[src/hw/sideband_defines.vh]
// Operation
// - Rising edge on message request bit n issues memory write for message n+1
// - Function reset initiate output asserts when a function reset is to run
// - Low five bits of device control 2 presented continuously
// - Three-bit output shows granted interrupt message count
// - Message interrupts enabled: enabled output high, legacy request ignored
// - Power event input sets power management event status bit
// - Power event allowed output follows power event enable bit
// - Power state output: 00 D0, 01 D1, 10 D2, 11 D3
// - Identity load low: every configuration request gets retry completion
// - Identity load high: configuration requests get successful completions
// - Identity load rising edge captures all identity vectors into registers
// - Identity load and vectors used only with identity port option
// - Legacy falling edge sends assert and sets status; rising sends deassert, clears
// - Command bit 5 suppresses legacy assert messages (a pending deassert still goes out), status still operates
`ifndef SIDEBAND_DEFINES_VH
`define SIDEBAND_DEFINES_VH

`define OFF_CMD 8'h00
`define OFF_DEVCTL2 8'h04
`define OFF_MSI_CTRL 8'h08
`define OFF_MSI_ADDR 8'h0c
`define OFF_MSI_DATA 8'h10
`define OFF_PM 8'h14
`define OFF_FLR 8'h18
`define OFF_ID0 8'h1c
`define OFF_ID1 8'h20
`define OFF_ID2 8'h24
`define OFF_SIDE_STAT 8'h28
`define OFF_IRQ_STATUS 8'h2c
`define OFF_IRQ_CLEAR 8'h30
`define OFF_IRQ_ENABLE 8'h34

`define CMD_INT_DISABLE 5
`define MSI_EN_BIT 0
`define MSI_GRANT_LSB 1
`define MSI_GRANT_MAX 3'h3
`define PM_PME_EN_BIT 2
`define PM_PME_STATUS_BIT 3
`define FLR_START_BIT 0

`define EV_MSI_SENT 0
`define EV_INTX_SENT 1
`define EV_PME 2
`define EV_FLR_DONE 3
`define EV_ID_LOADED 4
`define EV_RETRY 5
`define EV_WIDTH 6

`define KIND_MWR 2'h0
`define KIND_ASSERT 2'h1
`define KIND_DEASSERT 2'h2

`define MISC_LEGACY 3
`define MISC_IDLOAD 2
`define MISC_FLR_RDY 1
`define MISC_PME 0
`define MISC_RST_VAL 4'h8

`endif

[src/hw/sideband_ctrl.v]
// Chosen here: the APB slave port and the register addresses.
`include "sideband_defines.vh"

module sideband_ctrl #(
  parameter IDENTITY_PORT_OPTION = 1,
  parameter MSI_VECTORS = 8,
  // Identity defaults; values arbitrary
  parameter [15:0] DEF_MAKER = 16'h0000,
  parameter [15:0] DEF_PART = 16'h0000,
  parameter [7:0] DEF_REVISION = 8'h00,
  parameter [23:0] DEF_CLASS = 24'h000000,
  parameter [15:0] DEF_SUB_MAKER = 16'h0000,
  parameter [15:0] DEF_SUB_PART = 16'h0000
) (
  // System
  input wire clk_i,
  input wire rst_i,
  input wire ce_i,
  // APB slave
  input wire psel_i,
  input wire penable_i,
  input wire pwrite_i,
  input wire [7:0] paddr_i,
  input wire [31:0] pwdata_i,
  output reg [31:0] prdata_o,
  output reg pready_o,
  output reg pslverr_o,
  output reg irq_o,
  // Interrupt requests from user
  input wire [MSI_VECTORS-1:0] msi_req_i,
  input wire legacy_int_n_i,
  // Message TLP request toward transmit path
  output reg tlp_req_o,
  output reg [1:0] tlp_kind_o,
  output reg [31:0] tlp_addr_o,
  output reg [15:0] tlp_data_o,
  input wire tlp_ack_i,
  // Configuration request and completion
  input wire cfg_req_i,
  output reg cfg_cpl_valid_o,
  output reg cfg_cpl_retry_o,
  // Function reset
  input wire flr_rdy_i,
  output reg initiate_flr_o,
  // Mirrored configuration bits
  output reg [5:0] cmd_reg_o,
  output reg [4:0] dev_ctrl2_o,
  output reg [2:0] multi_msg_grant_o,
  output reg msi_enabled_o,
  output reg pme_allowed_o,
  output reg [1:0] pwr_state_out_o,
  // Power event
  input wire pme_event_i,
  // Identity loading
  input wire identity_load_strobe_i,
  input wire [15:0] maker_code_in_i,
  input wire [15:0] part_code_in_i,
  input wire [7:0] revision_code_in_i,
  input wire [23:0] class_code_in_i,
  input wire [15:0] subsystem_maker_code_in_i,
  input wire [15:0] subsystem_part_code_in_i,
  output reg [15:0] maker_code_o,
  output reg [15:0] part_code_o,
  output reg [7:0] revision_code_o,
  output reg [23:0] class_code_o,
  output reg [15:0] subsystem_maker_code_o,
  output reg [15:0] subsystem_part_code_o
);
  localparam IW = 3;
  localparam [1:0] ST_IDLE = 2'b01;
  localparam [1:0] ST_SEND = 2'b10;

  reg [1:0] state;
  reg [31:0] msi_addr;
  reg [15:0] msi_data;
  reg pme_status;
  reg int_status;
  reg intx_want;
  reg intx_sent;
  reg [MSI_VECTORS-1:0] msi_pend;
  reg [MSI_VECTORS-1:0] msi_clr;
  reg [`EV_WIDTH-1:0] irq_status;
  reg [`EV_WIDTH-1:0] irq_enable;
  reg [`EV_WIDTH-1:0] ev;
  reg [`EV_WIDTH-1:0] next_irq_status;
  reg [MSI_VECTORS-1:0] next_msi_pend;
  reg [31:0] rd_mux;
  reg hit;
  reg [15:0] vec_mask;

  wire [MSI_VECTORS-1:0] msi_s;
  wire [MSI_VECTORS-1:0] msi_rise;
  wire [3:0] misc_s;
  wire [3:0] misc_rise;
  wire [3:0] misc_fall;
  wire [MSI_VECTORS-1:0] pick_hot;
  wire [IW-1:0] pick_idx;
  wire id_loaded;
  wire setup;
  wire wr_en;
  wire flr_go;

  edge_detect #(.W(MSI_VECTORS), .RST_VAL({MSI_VECTORS{1'b0}})) u_msi_edge (
    .clk_i(clk_i),
    .rst_i(rst_i),
    .ce_i(ce_i),
    .d_i(msi_req_i),
    .q_o(msi_s),
    .rise_o(msi_rise),
    .fall_o()
  );

  // Legacy request idles high, so its sample resets high
  edge_detect #(.W(4), .RST_VAL(`MISC_RST_VAL)) u_misc_edge (
    .clk_i(clk_i),
    .rst_i(rst_i),
    .ce_i(ce_i),
    .d_i({legacy_int_n_i, identity_load_strobe_i, flr_rdy_i, pme_event_i}),
    .q_o(misc_s),
    .rise_o(misc_rise),
    .fall_o(misc_fall)
  );

  prio_pick #(.N(MSI_VECTORS), .IW(IW)) u_pick (
    .req_i(msi_pend),
    .onehot_o(pick_hot),
    .idx_o(pick_idx)
  );

  // Without the option the identity inputs are ignored and requests always succeed
  assign id_loaded = (IDENTITY_PORT_OPTION != 0) ? misc_s[`MISC_IDLOAD] : 1'b1;
  assign setup = psel_i & ~penable_i;
  assign wr_en = psel_i & penable_i & pwrite_i & pready_o;
  assign flr_go = initiate_flr_o & misc_s[`MISC_FLR_RDY];

  // Low grant bits of message data carry the vector number
  always @* begin
    case (multi_msg_grant_o)
      3'h0: vec_mask = 16'h0000;
      3'h1: vec_mask = 16'h0001;
      3'h2: vec_mask = 16'h0003;
      3'h3: vec_mask = 16'h0007;
      default: vec_mask = 16'h0007;
    endcase
  end

  // Register read decode
  always @* begin
    rd_mux = 32'h00000000;
    hit = 1'b1;
    case (paddr_i)
      `OFF_CMD: rd_mux[5:0] = cmd_reg_o;
      `OFF_DEVCTL2: rd_mux[4:0] = dev_ctrl2_o;
      `OFF_MSI_CTRL: rd_mux[3:0] = {multi_msg_grant_o, msi_enabled_o};
      `OFF_MSI_ADDR: rd_mux = msi_addr;
      `OFF_MSI_DATA: rd_mux[15:0] = msi_data;
      `OFF_PM: rd_mux[3:0] = {pme_status, pme_allowed_o, pwr_state_out_o};
      `OFF_FLR: rd_mux[1:0] = {misc_s[`MISC_FLR_RDY], initiate_flr_o};
      `OFF_ID0: rd_mux = {part_code_o, maker_code_o};
      `OFF_ID1: rd_mux = {class_code_o, revision_code_o};
      `OFF_ID2: rd_mux = {subsystem_part_code_o, subsystem_maker_code_o};
      `OFF_SIDE_STAT: rd_mux[1:0] = {id_loaded, int_status};
      `OFF_IRQ_STATUS: rd_mux[`EV_WIDTH-1:0] = irq_status;
      `OFF_IRQ_CLEAR: rd_mux = 32'h00000000;
      `OFF_IRQ_ENABLE: rd_mux[`EV_WIDTH-1:0] = irq_enable;
      default: hit = 1'b0;
    endcase
  end

  // Events and sticky status; a set in the clearing cycle survives
  always @* begin
    ev = {`EV_WIDTH{1'b0}};
    ev[`EV_MSI_SENT] = (state == ST_SEND) & tlp_ack_i & (tlp_kind_o == `KIND_MWR);
    ev[`EV_INTX_SENT] = (state == ST_SEND) & tlp_ack_i & (tlp_kind_o != `KIND_MWR);
    ev[`EV_PME] = misc_rise[`MISC_PME];
    ev[`EV_FLR_DONE] = flr_go;
    ev[`EV_ID_LOADED] = misc_rise[`MISC_IDLOAD] & (IDENTITY_PORT_OPTION != 0);
    ev[`EV_RETRY] = cfg_req_i & ~id_loaded;
    next_irq_status = irq_status;
    if (wr_en && paddr_i == `OFF_IRQ_CLEAR) begin
      next_irq_status = irq_status & ~pwdata_i[`EV_WIDTH-1:0];
    end
    next_irq_status = next_irq_status | ev;
  end

  // Pending messages: set wins over the send clear
  always @* begin
    msi_clr = {MSI_VECTORS{1'b0}};
    if (state == ST_IDLE && intx_want == intx_sent) begin
      msi_clr = pick_hot;
    end
    next_msi_pend = (msi_pend & ~msi_clr) | (msi_rise & {MSI_VECTORS{msi_enabled_o}});
    if (flr_go) begin
      next_msi_pend = {MSI_VECTORS{1'b0}};
    end
  end

  // APB handshake: one wait-free access phase
  always @(posedge clk_i or posedge rst_i) begin
    if (rst_i) begin
      prdata_o <= 32'h00000000;
      pready_o <= 1'b0;
      pslverr_o <= 1'b0;
    end else if (ce_i) begin
      pready_o <= setup;
      pslverr_o <= setup & ~hit;
      if (setup && !pwrite_i) begin
        prdata_o <= rd_mux;
      end
    end
  end

  // Software-written configuration state
  always @(posedge clk_i or posedge rst_i) begin
    if (rst_i) begin
      cmd_reg_o <= 6'h00;
      dev_ctrl2_o <= 5'h00;
      multi_msg_grant_o <= 3'h0;
      msi_enabled_o <= 1'b0;
      msi_addr <= 32'h00000000;
      msi_data <= 16'h0000;
      pwr_state_out_o <= 2'h0;
      pme_allowed_o <= 1'b0;
      pme_status <= 1'b0;
      initiate_flr_o <= 1'b0;
      irq_enable <= {`EV_WIDTH{1'b0}};
      irq_status <= {`EV_WIDTH{1'b0}};
      irq_o <= 1'b0;
    end else if (ce_i) begin
      irq_status <= next_irq_status;
      irq_o <= |(next_irq_status & irq_enable);
      if (flr_go) begin
        // Function reset returns command, device control 2, message control, power state and power event enable to defaults
        initiate_flr_o <= 1'b0;
        cmd_reg_o <= 6'h00;
        dev_ctrl2_o <= 5'h00;
        multi_msg_grant_o <= 3'h0;
        msi_enabled_o <= 1'b0;
        pwr_state_out_o <= 2'h0;
        pme_allowed_o <= 1'b0;
        // An event in the reset cycle is not lost
        pme_status <= misc_rise[`MISC_PME];
      end else begin
        if (wr_en) begin
          case (paddr_i)
            `OFF_CMD: cmd_reg_o <= pwdata_i[5:0];
            `OFF_DEVCTL2: dev_ctrl2_o <= pwdata_i[4:0];
            `OFF_MSI_CTRL: begin
              msi_enabled_o <= pwdata_i[`MSI_EN_BIT];
              // Only up to eight messages exist, so larger grants clamp
              if (pwdata_i[`MSI_GRANT_LSB+2:`MSI_GRANT_LSB] > `MSI_GRANT_MAX) begin
                multi_msg_grant_o <= `MSI_GRANT_MAX;
              end else begin
                multi_msg_grant_o <= pwdata_i[`MSI_GRANT_LSB+2:`MSI_GRANT_LSB];
              end
            end
            `OFF_MSI_ADDR: msi_addr <= pwdata_i;
            `OFF_MSI_DATA: msi_data <= pwdata_i[15:0];
            `OFF_PM: begin
              pwr_state_out_o <= pwdata_i[1:0];
              pme_allowed_o <= pwdata_i[`PM_PME_EN_BIT];
            end
            `OFF_FLR: begin
              if (pwdata_i[`FLR_START_BIT]) begin
                initiate_flr_o <= 1'b1;
              end
            end
            `OFF_IRQ_ENABLE: irq_enable <= pwdata_i[`EV_WIDTH-1:0];
            default: irq_enable <= irq_enable;
          endcase
        end
        // Write one clears the event status, a new event wins
        if (misc_rise[`MISC_PME]) begin
          pme_status <= 1'b1;
        end else if (wr_en && paddr_i == `OFF_PM && pwdata_i[`PM_PME_STATUS_BIT]) begin
          pme_status <= 1'b0;
        end
      end
    end
  end

  // Legacy interrupt tracking
  always @(posedge clk_i or posedge rst_i) begin
    if (rst_i) begin
      int_status <= 1'b0;
      intx_want <= 1'b0;
    end else if (ce_i) begin
      if (!msi_enabled_o) begin
        if (misc_fall[`MISC_LEGACY]) begin
          int_status <= 1'b1;
          if (!cmd_reg_o[`CMD_INT_DISABLE]) begin
            intx_want <= 1'b1;
          end
        end else if (misc_rise[`MISC_LEGACY]) begin
          int_status <= 1'b0;
          // Deassert still goes out once disabled, matching the user OR trick
          intx_want <= 1'b0;
        end
      end
    end
  end

  // Message issue; a reverted legacy level before issue sends nothing
  always @(posedge clk_i or posedge rst_i) begin
    if (rst_i) begin
      state <= ST_IDLE;
      msi_pend <= {MSI_VECTORS{1'b0}};
      intx_sent <= 1'b0;
      tlp_req_o <= 1'b0;
      tlp_kind_o <= `KIND_MWR;
      tlp_addr_o <= 32'h00000000;
      tlp_data_o <= 16'h0000;
    end else if (ce_i) begin
      msi_pend <= next_msi_pend;
      case (state)
        ST_IDLE: begin
          if (intx_want != intx_sent) begin
            intx_sent <= intx_want;
            tlp_kind_o <= intx_want ? `KIND_ASSERT : `KIND_DEASSERT;
            tlp_req_o <= 1'b1;
            state <= ST_SEND;
          end else if (|msi_pend) begin
            tlp_kind_o <= `KIND_MWR;
            tlp_addr_o <= msi_addr;
            tlp_data_o <= (msi_data & ~vec_mask) | ({13'h0000, pick_idx} & vec_mask);
            tlp_req_o <= 1'b1;
            state <= ST_SEND;
          end
        end
        ST_SEND: begin
          if (tlp_ack_i) begin
            tlp_req_o <= 1'b0;
            state <= ST_IDLE;
          end
        end
        default: begin
          tlp_req_o <= 1'b0;
          state <= ST_IDLE;
        end
      endcase
    end
  end

  // Configuration completions and identity capture
  always @(posedge clk_i or posedge rst_i) begin
    if (rst_i) begin
      cfg_cpl_valid_o <= 1'b0;
      cfg_cpl_retry_o <= 1'b0;
      maker_code_o <= DEF_MAKER;
      part_code_o <= DEF_PART;
      revision_code_o <= DEF_REVISION;
      class_code_o <= DEF_CLASS;
      subsystem_maker_code_o <= DEF_SUB_MAKER;
      subsystem_part_code_o <= DEF_SUB_PART;
    end else if (ce_i) begin
      cfg_cpl_valid_o <= cfg_req_i;
      cfg_cpl_retry_o <= cfg_req_i & ~id_loaded;
      // Vectors are taken the cycle after the edge is seen, so hold them one clock more
      if (misc_rise[`MISC_IDLOAD] && IDENTITY_PORT_OPTION != 0) begin
        maker_code_o <= maker_code_in_i;
        part_code_o <= part_code_in_i;
        revision_code_o <= revision_code_in_i;
        class_code_o <= class_code_in_i;
        subsystem_maker_code_o <= subsystem_maker_code_in_i;
        subsystem_part_code_o <= subsystem_part_code_in_i;
      end
    end
  end
endmodule

[src/hw/edge_detect.v]
module edge_detect #(
  parameter W = 8,
  parameter [W-1:0] RST_VAL = {W{1'b0}}
) (
  // System
  input wire clk_i,
  input wire rst_i,
  input wire ce_i,
  // Signals
  input wire [W-1:0] d_i,
  output reg [W-1:0] q_o,
  output wire [W-1:0] rise_o,
  output wire [W-1:0] fall_o
);
  reg [W-1:0] prev;

  always @(posedge clk_i or posedge rst_i) begin
    if (rst_i) begin
      q_o <= RST_VAL;
      prev <= RST_VAL;
    end else if (ce_i) begin
      q_o <= d_i;
      prev <= q_o;
    end
  end

  assign rise_o = q_o & ~prev;
  assign fall_o = ~q_o & prev;
endmodule

[src/hw/prio_pick.v]
module prio_pick #(
  parameter N = 8,
  parameter IW = 3
) (
  // Requests
  input wire [N-1:0] req_i,
  // Choice
  output reg [N-1:0] onehot_o,
  output reg [IW-1:0] idx_o
);
  integer i;

  // Lowest index wins, so message 1 is never starved by higher ones
  always @* begin
    onehot_o = {N{1'b0}};
    idx_o = {IW{1'b0}};
    for (i = N - 1; i >= 0; i = i - 1) begin
      if (req_i[i]) begin
        onehot_o = {N{1'b0}};
        onehot_o[i] = 1'b1;
        idx_o = i[IW-1:0];
      end
    end
  end
endmodule

[config.mk]
export PLATFORM = sky130hd
export DESIGN_NAME = sideband_ctrl
export DESIGN_NICKNAME = d
export VERILOG_FILES = /design/src/hw/sideband_ctrl.v /design/src/hw/edge_detect.v /design/src/hw/prio_pick.v
export VERILOG_INCLUDE_DIRS = /design/src /design/src/hw
export SDC_FILE = /design/constraint.sdc
export NUM_CORES = 1
export LEC_CHECK = 0
export BUFFER_PORTS_ARGS = -buffer_cell sky130_fd_sc_hd__buf_2
export CORE_MARGIN = 1.5
export CORE_UTILIZATION = 50
export DETAILED_ROUTE_END_ITERATION = 10
export PLACE_DENSITY = 0.77
export SETUP_SLACK_MARGIN = 0.2
export SLEW_MARGIN = 20
export SYNTH_ARGS = -nofsm -noshare
export SYNTH_HDL_FRONTEND = slang
export SYNTH_SLANG_ARGS = --single-unit
[constraint.sdc]
create_clock -name clk_i -period 25.8 [get_ports clk_i]
set_clock_uncertainty 0.1 [all_clocks]
set_input_delay 2.58 -clock clk_i [delete_from_list [all_inputs] [get_ports clk_i]]
set_output_delay 2.58 -clock clk_i [all_outputs]
set_load 0.005 [all_outputs]
# After elaboration in Yosys (flattened, before gate mapping)
# Cells that the tools add are included.
# W data, S select, Z words.
# word_totals
inputBits,156
register_bits,301
# classes
order_cmp,1
bitwise_logic,34
n_reduce_logical,40
eq_ne,22
mux,68
# op_table
cell,count
$mux W8,10
$pmux W16 S4,1
$pmux W10 S5,1
$eq A8 B6 Y1 const B,6
$mux W3,12
$eq A8 B5 Y1 const B,4
$pmux W2 S13,1
$and A8 B8 Y8,3
$mux W6,4
$reduce_and A3 Y1,8
$reduce_and A4 Y1,6
$pmux W2 S11,1
$mux W1,21
$reduce_bool A2 Y1,10
$mux W2,9
$and A16 B16 Y16,1
$and A3 B16 Y16,1
$eq A8 B4 Y1 const B,2
$not A16 Y16,1
$not A8 Y8,2
$or A16 B16 Y16,1
$mux W5,3
$reduce_or A14 Y1,1
$and A6 B6 Y6,2
31 further kinds,54

# Logic depth before layout (Yosys ltp)
# logic_depth
word_depth,13
ltp_mapped,8
ltp_nobuf,7

# By module
# From an unflattened synthesis, not the netlist that was laid out.
# unflattened
hier_cells,1007
hier_area_um2,13476.7
# modules_own_cells
module,area_per_inst_um2,instances,cells_each
sideband_ctrl,12187.9,1,909
edge_detect (u_msi_edge),753.2,1,51
edge_detect (u_misc_edge),387.9,1,26
prio_pick,147.6,1,21

# Worst setup path before layout
# Ideal clock, no wire load.
# synth_timing
path_kind,input to register
startpoint,input port paddr_i[3]
endpoint,register irq_enable[0]
path_slack_ps,21275
t_arrival_ps,4300
t_required_ps,25575
setup_ps,125
path_stages,6
cell_sequence,buf_6 or4b_4 buf_6 or4_4 buf_6 mux2_4
# synth_between
elab_chain_cells,2
# synth_lines
item,line,source
start: declaration,sideband_ctrl.v:23,"input wire [7:0] paddr_i,"
$eq A8 B6 Y1,sideband_ctrl.v:245,case (paddr_i)
$reduce_and A4 Y1 (no line),n/a,
end signal: assignment,sideband_ctrl.v:226,irq_enable <= {`EV_WIDTH{1'b0}};
end signal: assignment,sideband_ctrl.v:268,`OFF_IRQ_ENABLE: irq_enable <= pwdata_i[`EV_WIDTH-1:0];
end signal: assignment,sideband_ctrl.v:269,default: irq_enable <= irq_enable;
end: declaration,sideband_ctrl.v:83,reg [`EV_WIDTH-1:0] irq_enable;
# No other way between the ends.
# A chain may end at the register's enable or synchronous reset.

# Worst setup path in the final report
# layout_timing
startpoint,input port paddr_i[4]
endpoint,register msi_addr[22]
# layout_between
elab_chain_cells,2
# layout_lines
item,line,source
$eq A8 B4 Y1,sideband_ctrl.v:245,
$reduce_and A4 Y1 (no line),n/a,
end signal: assignment,sideband_ctrl.v:257,`OFF_MSI_ADDR: msi_addr <= pwdata_i;
end: declaration,sideband_ctrl.v:74,reg [31:0] msi_addr;
# No other way between the ends.

==> results.ini <==
[min_path]
min_path_cells=1
hold_path_class=flop to flop
hold_start=pslverr_o
worstHoldEndpoint=pslverr_o

[synthesis]
yosysTopAreaCell=dfrtp_1
synthFlopType=dfrtp_1
async_flop_share_pct=100.0
synthCells=1010
synth-edff-count=0
synth.distinct_cells=64
synth.yosys.warnings=0
syn_area_sq_mm=0.01299
avgSynthCellArea_sq_um=12.86
synth.area.top_cells=dfrtp_1, mux2_2, a22oi_1
ys_ff_latch=299
yosysTopAreaCellShare_pct=57.02
syn-num-nets=1169
synth_sequential_area_ratio_pct=57.63

[cells_and_area]
syn_to_final_growth_pct=24.57
layout_common_cells=buf_2, dfrtp_1, mux2_2
regArea_sq_mm=0.007486
fin_area_sq_mm=0.01618
fillers=1987
fin_nets=1513
drive_gt1_share_pct=48.95
multi_input_area_sq_mm=0.005202
final_common_cell=buf_2

[floorplanning]
die_w_microns=164.2
die_area_sq_mm=0.02696
rows=58
initial_core_util_pct=51.29
ios=359
core_sq_mm=0.02533
die_y_microns=164.2

[timing]
hold_viol_final=0
fmax_mhz=187.3
rsz0062_at_grt=false
drv_slew=0
finalSetupViolations=0
setup_tns_ps=0
max_slew_margin_pct=31.54
worstMarginPinSlew_ps=1018
period_share_pct=20.69
setup_ws_ps=20460
period_needed_ps=5338

[routing]
drtAntennaViolNets=0
drt_iter0_drc=953
wirelength_microns=38550
via_per_inst=5.894
vias=10060
post_drt_wl_per_cell_microns=22.58
drt-pass1-iter-count=5
drc=0

[power]
switchingPower_w=0.0003368
power_frac_seq_pct=46.7
swShare_pct=26.77
ir_worst_vdd_v=0.00006516
pwr-share-comb_pct=15.3
p_leak_nw=8.061
p_int_w=0.0009215
power.density_mw_per_mm2=77.76
clkPwrFrac_pct=38.0

[critical_path]
critPathMaxStageDelay_ps=740
path_buf_inv=1
start_kind=primary input
worstPathArrival_ps=5620
end_kind=flop
worstPathCellList=buf_2 -> or4_1 -> nor2_4 -> nand2_2 -> mux2_1
worstRegToRegCells=5
worstPathMaxFanout=32
cp.depth=5
regToRegStartpoint=u_misc_edge.q_o[1]
r2r_slack_ps=23250
rr_endpoint=msi_addr[22]
required_ps=26080
crit_family=simple AND/OR/NAND/NOR gates
critPathKind=primary input to flop
slowest_stage=nand2_2

[cts]
post_cts_resized=0
cts_hold_buf=0
insertion_delay_ps=500
cts_root_buffer=clkbuf_16
clk_pin_slew_ps=60
cts_setup_buffers=0
numCtsBuffers=34
clockBufferDepth=3
cts_max_level=2
clkSinkCount=299
cts_tree=built

[grt]
grt_max_degree=81
grt_first_pass_wirelength_microns=58370
grt_remaining_overflow=0
first_global_vias=10070
grtUsageTotal_pct=28.66
antenna_found_initial=2

[placed_design]
gp_congestion=0.8413
portBuffers=358
dp_slack_ps=19930
hpwl_microns=27500
postPlaceCellArea_sq_mm=0.01506

[job]
max-cap-violations=0

[status]
status=finished, final reports clean

==> layer usage <==
| layer | GRT usage (%) | part of all wire (%) |
|---|---|---|
| met1 | 37.51 | 40 |
| met5 | 0 | 0 |
| met2 | 47.10 | 49 |
| met3 | 6.641 | 8.4 |
| met4 | 9.339 | 2.8 |
==> flip-flops by register name, indices dropped and copies added, names as in the netlist, 16 cells and up <==
| register | flops |
|---|---|
| msi_addr | 32 |
| prdata_o | 32 |
| tlp_addr_o | 32 |
| class_code_o | 24 |
| maker_code_o | 16 |
| msi_data | 16 |
| part_code_o | 16 |
| subsystem_maker_code_o | 16 |
| subsystem_part_code_o | 16 |
| tlp_data_o | 16 |
==> Yosys cell counts, types with 3 or more instances <==
cell / instances
o22ai_1: 3
a22oi_1: 48
o31ai_1: 3
nor3_1: 8
dfstp_2: 3
a32o_1: 11
nand2_1: 70
dfrtp_1: 296
a31oi_1: 21
buf_2: 14
o2bb2ai_1: 4
a32oi_1: 3
mux2_4: 6
nor2_1: 36
a22o_1: 23
nor4b_1: 4
inv_1: 21
and2_1: 10
or4_1: 3
and3_1: 3
a21oi_1: 14
nor3b_1: 3
mux2_2: 224
nor2b_1: 7
a2111oi_0: 3
buf_6: 3
o21ai_0: 40
clkbuf_1: 41
mux2i_1: 12
buf_1: 4
a222oi_1: 10
nand3_1: 8
ha_1: 3
nor4_1: 7
==> per-stage QoR <==
stage / power, W / instances / utilization (%) / hold WS, ps
after floorplan: 0.0006785 / 1010 / - / 331.8
after global placement: 0.0007812 / 1648 / 59.45 / 360.1
after detailed placement: 0.0007875 / 1648 / 59.48 / 362.9
after CTS: 0.001266 / 1705 / 63.85 / 390.4
after global routing: 0.001312 / 1706 / 63.88 / 411.4
final: 0.001258 / 1707 / 63.89 / 393.7
==> worst max path at each step <==
stage	from	end	slack, ps
4_1_cts	paddr_i[4]	msi_addr[22]	20480
6_report	paddr_i[4]	msi_addr[22]	20460
5_1_grt	paddr_i[4]	msi_addr[22]	20340
2_1_floorplan	rst_i	cfg_cpl_retry_o	14860
3_5_place_dp	paddr_i[4]	msi_addr[22]	19930
3_3_place_gp	paddr_i[4]	msi_addr[22]	20070
==> layout make-up <==
| cell class | count | share of cell area (%) |
|---|---|---|
| flip-flops and latches | 299 | 46.26 |
| diodes | 2 | 0.03093 |
| clock buffers | 48 | 6.209 |
| inverters | 21 | 0.5335 |
| repair buffers | 370 | 11.63 |
| well taps | 330 | 2.552 |
| clock inverters | 9 | 0.6340 |
| multi-input cells | 628 | 32.15 |
==> power groups by stage <==
stage	Sequential, W	Clock, W	Combinational [W]
after floorplan	0.000580	0	0.0000988
final	0.000587	0.000478	0.000193
after global routing	0.000594	0.000506	0.000213
after CTS	0.000586	0.000485	0.000195
after detailed placement	0.000594	0	0.000194
after global placement	0.000593	0	0.000188
==> cell families (layout without fill, tap and decap cells) <==
family	count (synthesis)	count (layout)	synth area share, %
fa+ha+maj	3	3	0.2890
buf+inv	83	448	2.707
flops	299	299	57.63
compound gates	199	199	10.99
simple gates	183	183	7.262
other cells	0	2	0
mux	243	243	21.12
==> worst reg2reg max path, cell delays in order (launching register included) <==
cell	delay (ps)
dfrtp_1	420
nand2_1	430
nand2_1	150
nor2_1	200
nand2_2	550
mux2_1	570
Power figures use the tool's default switching activity.
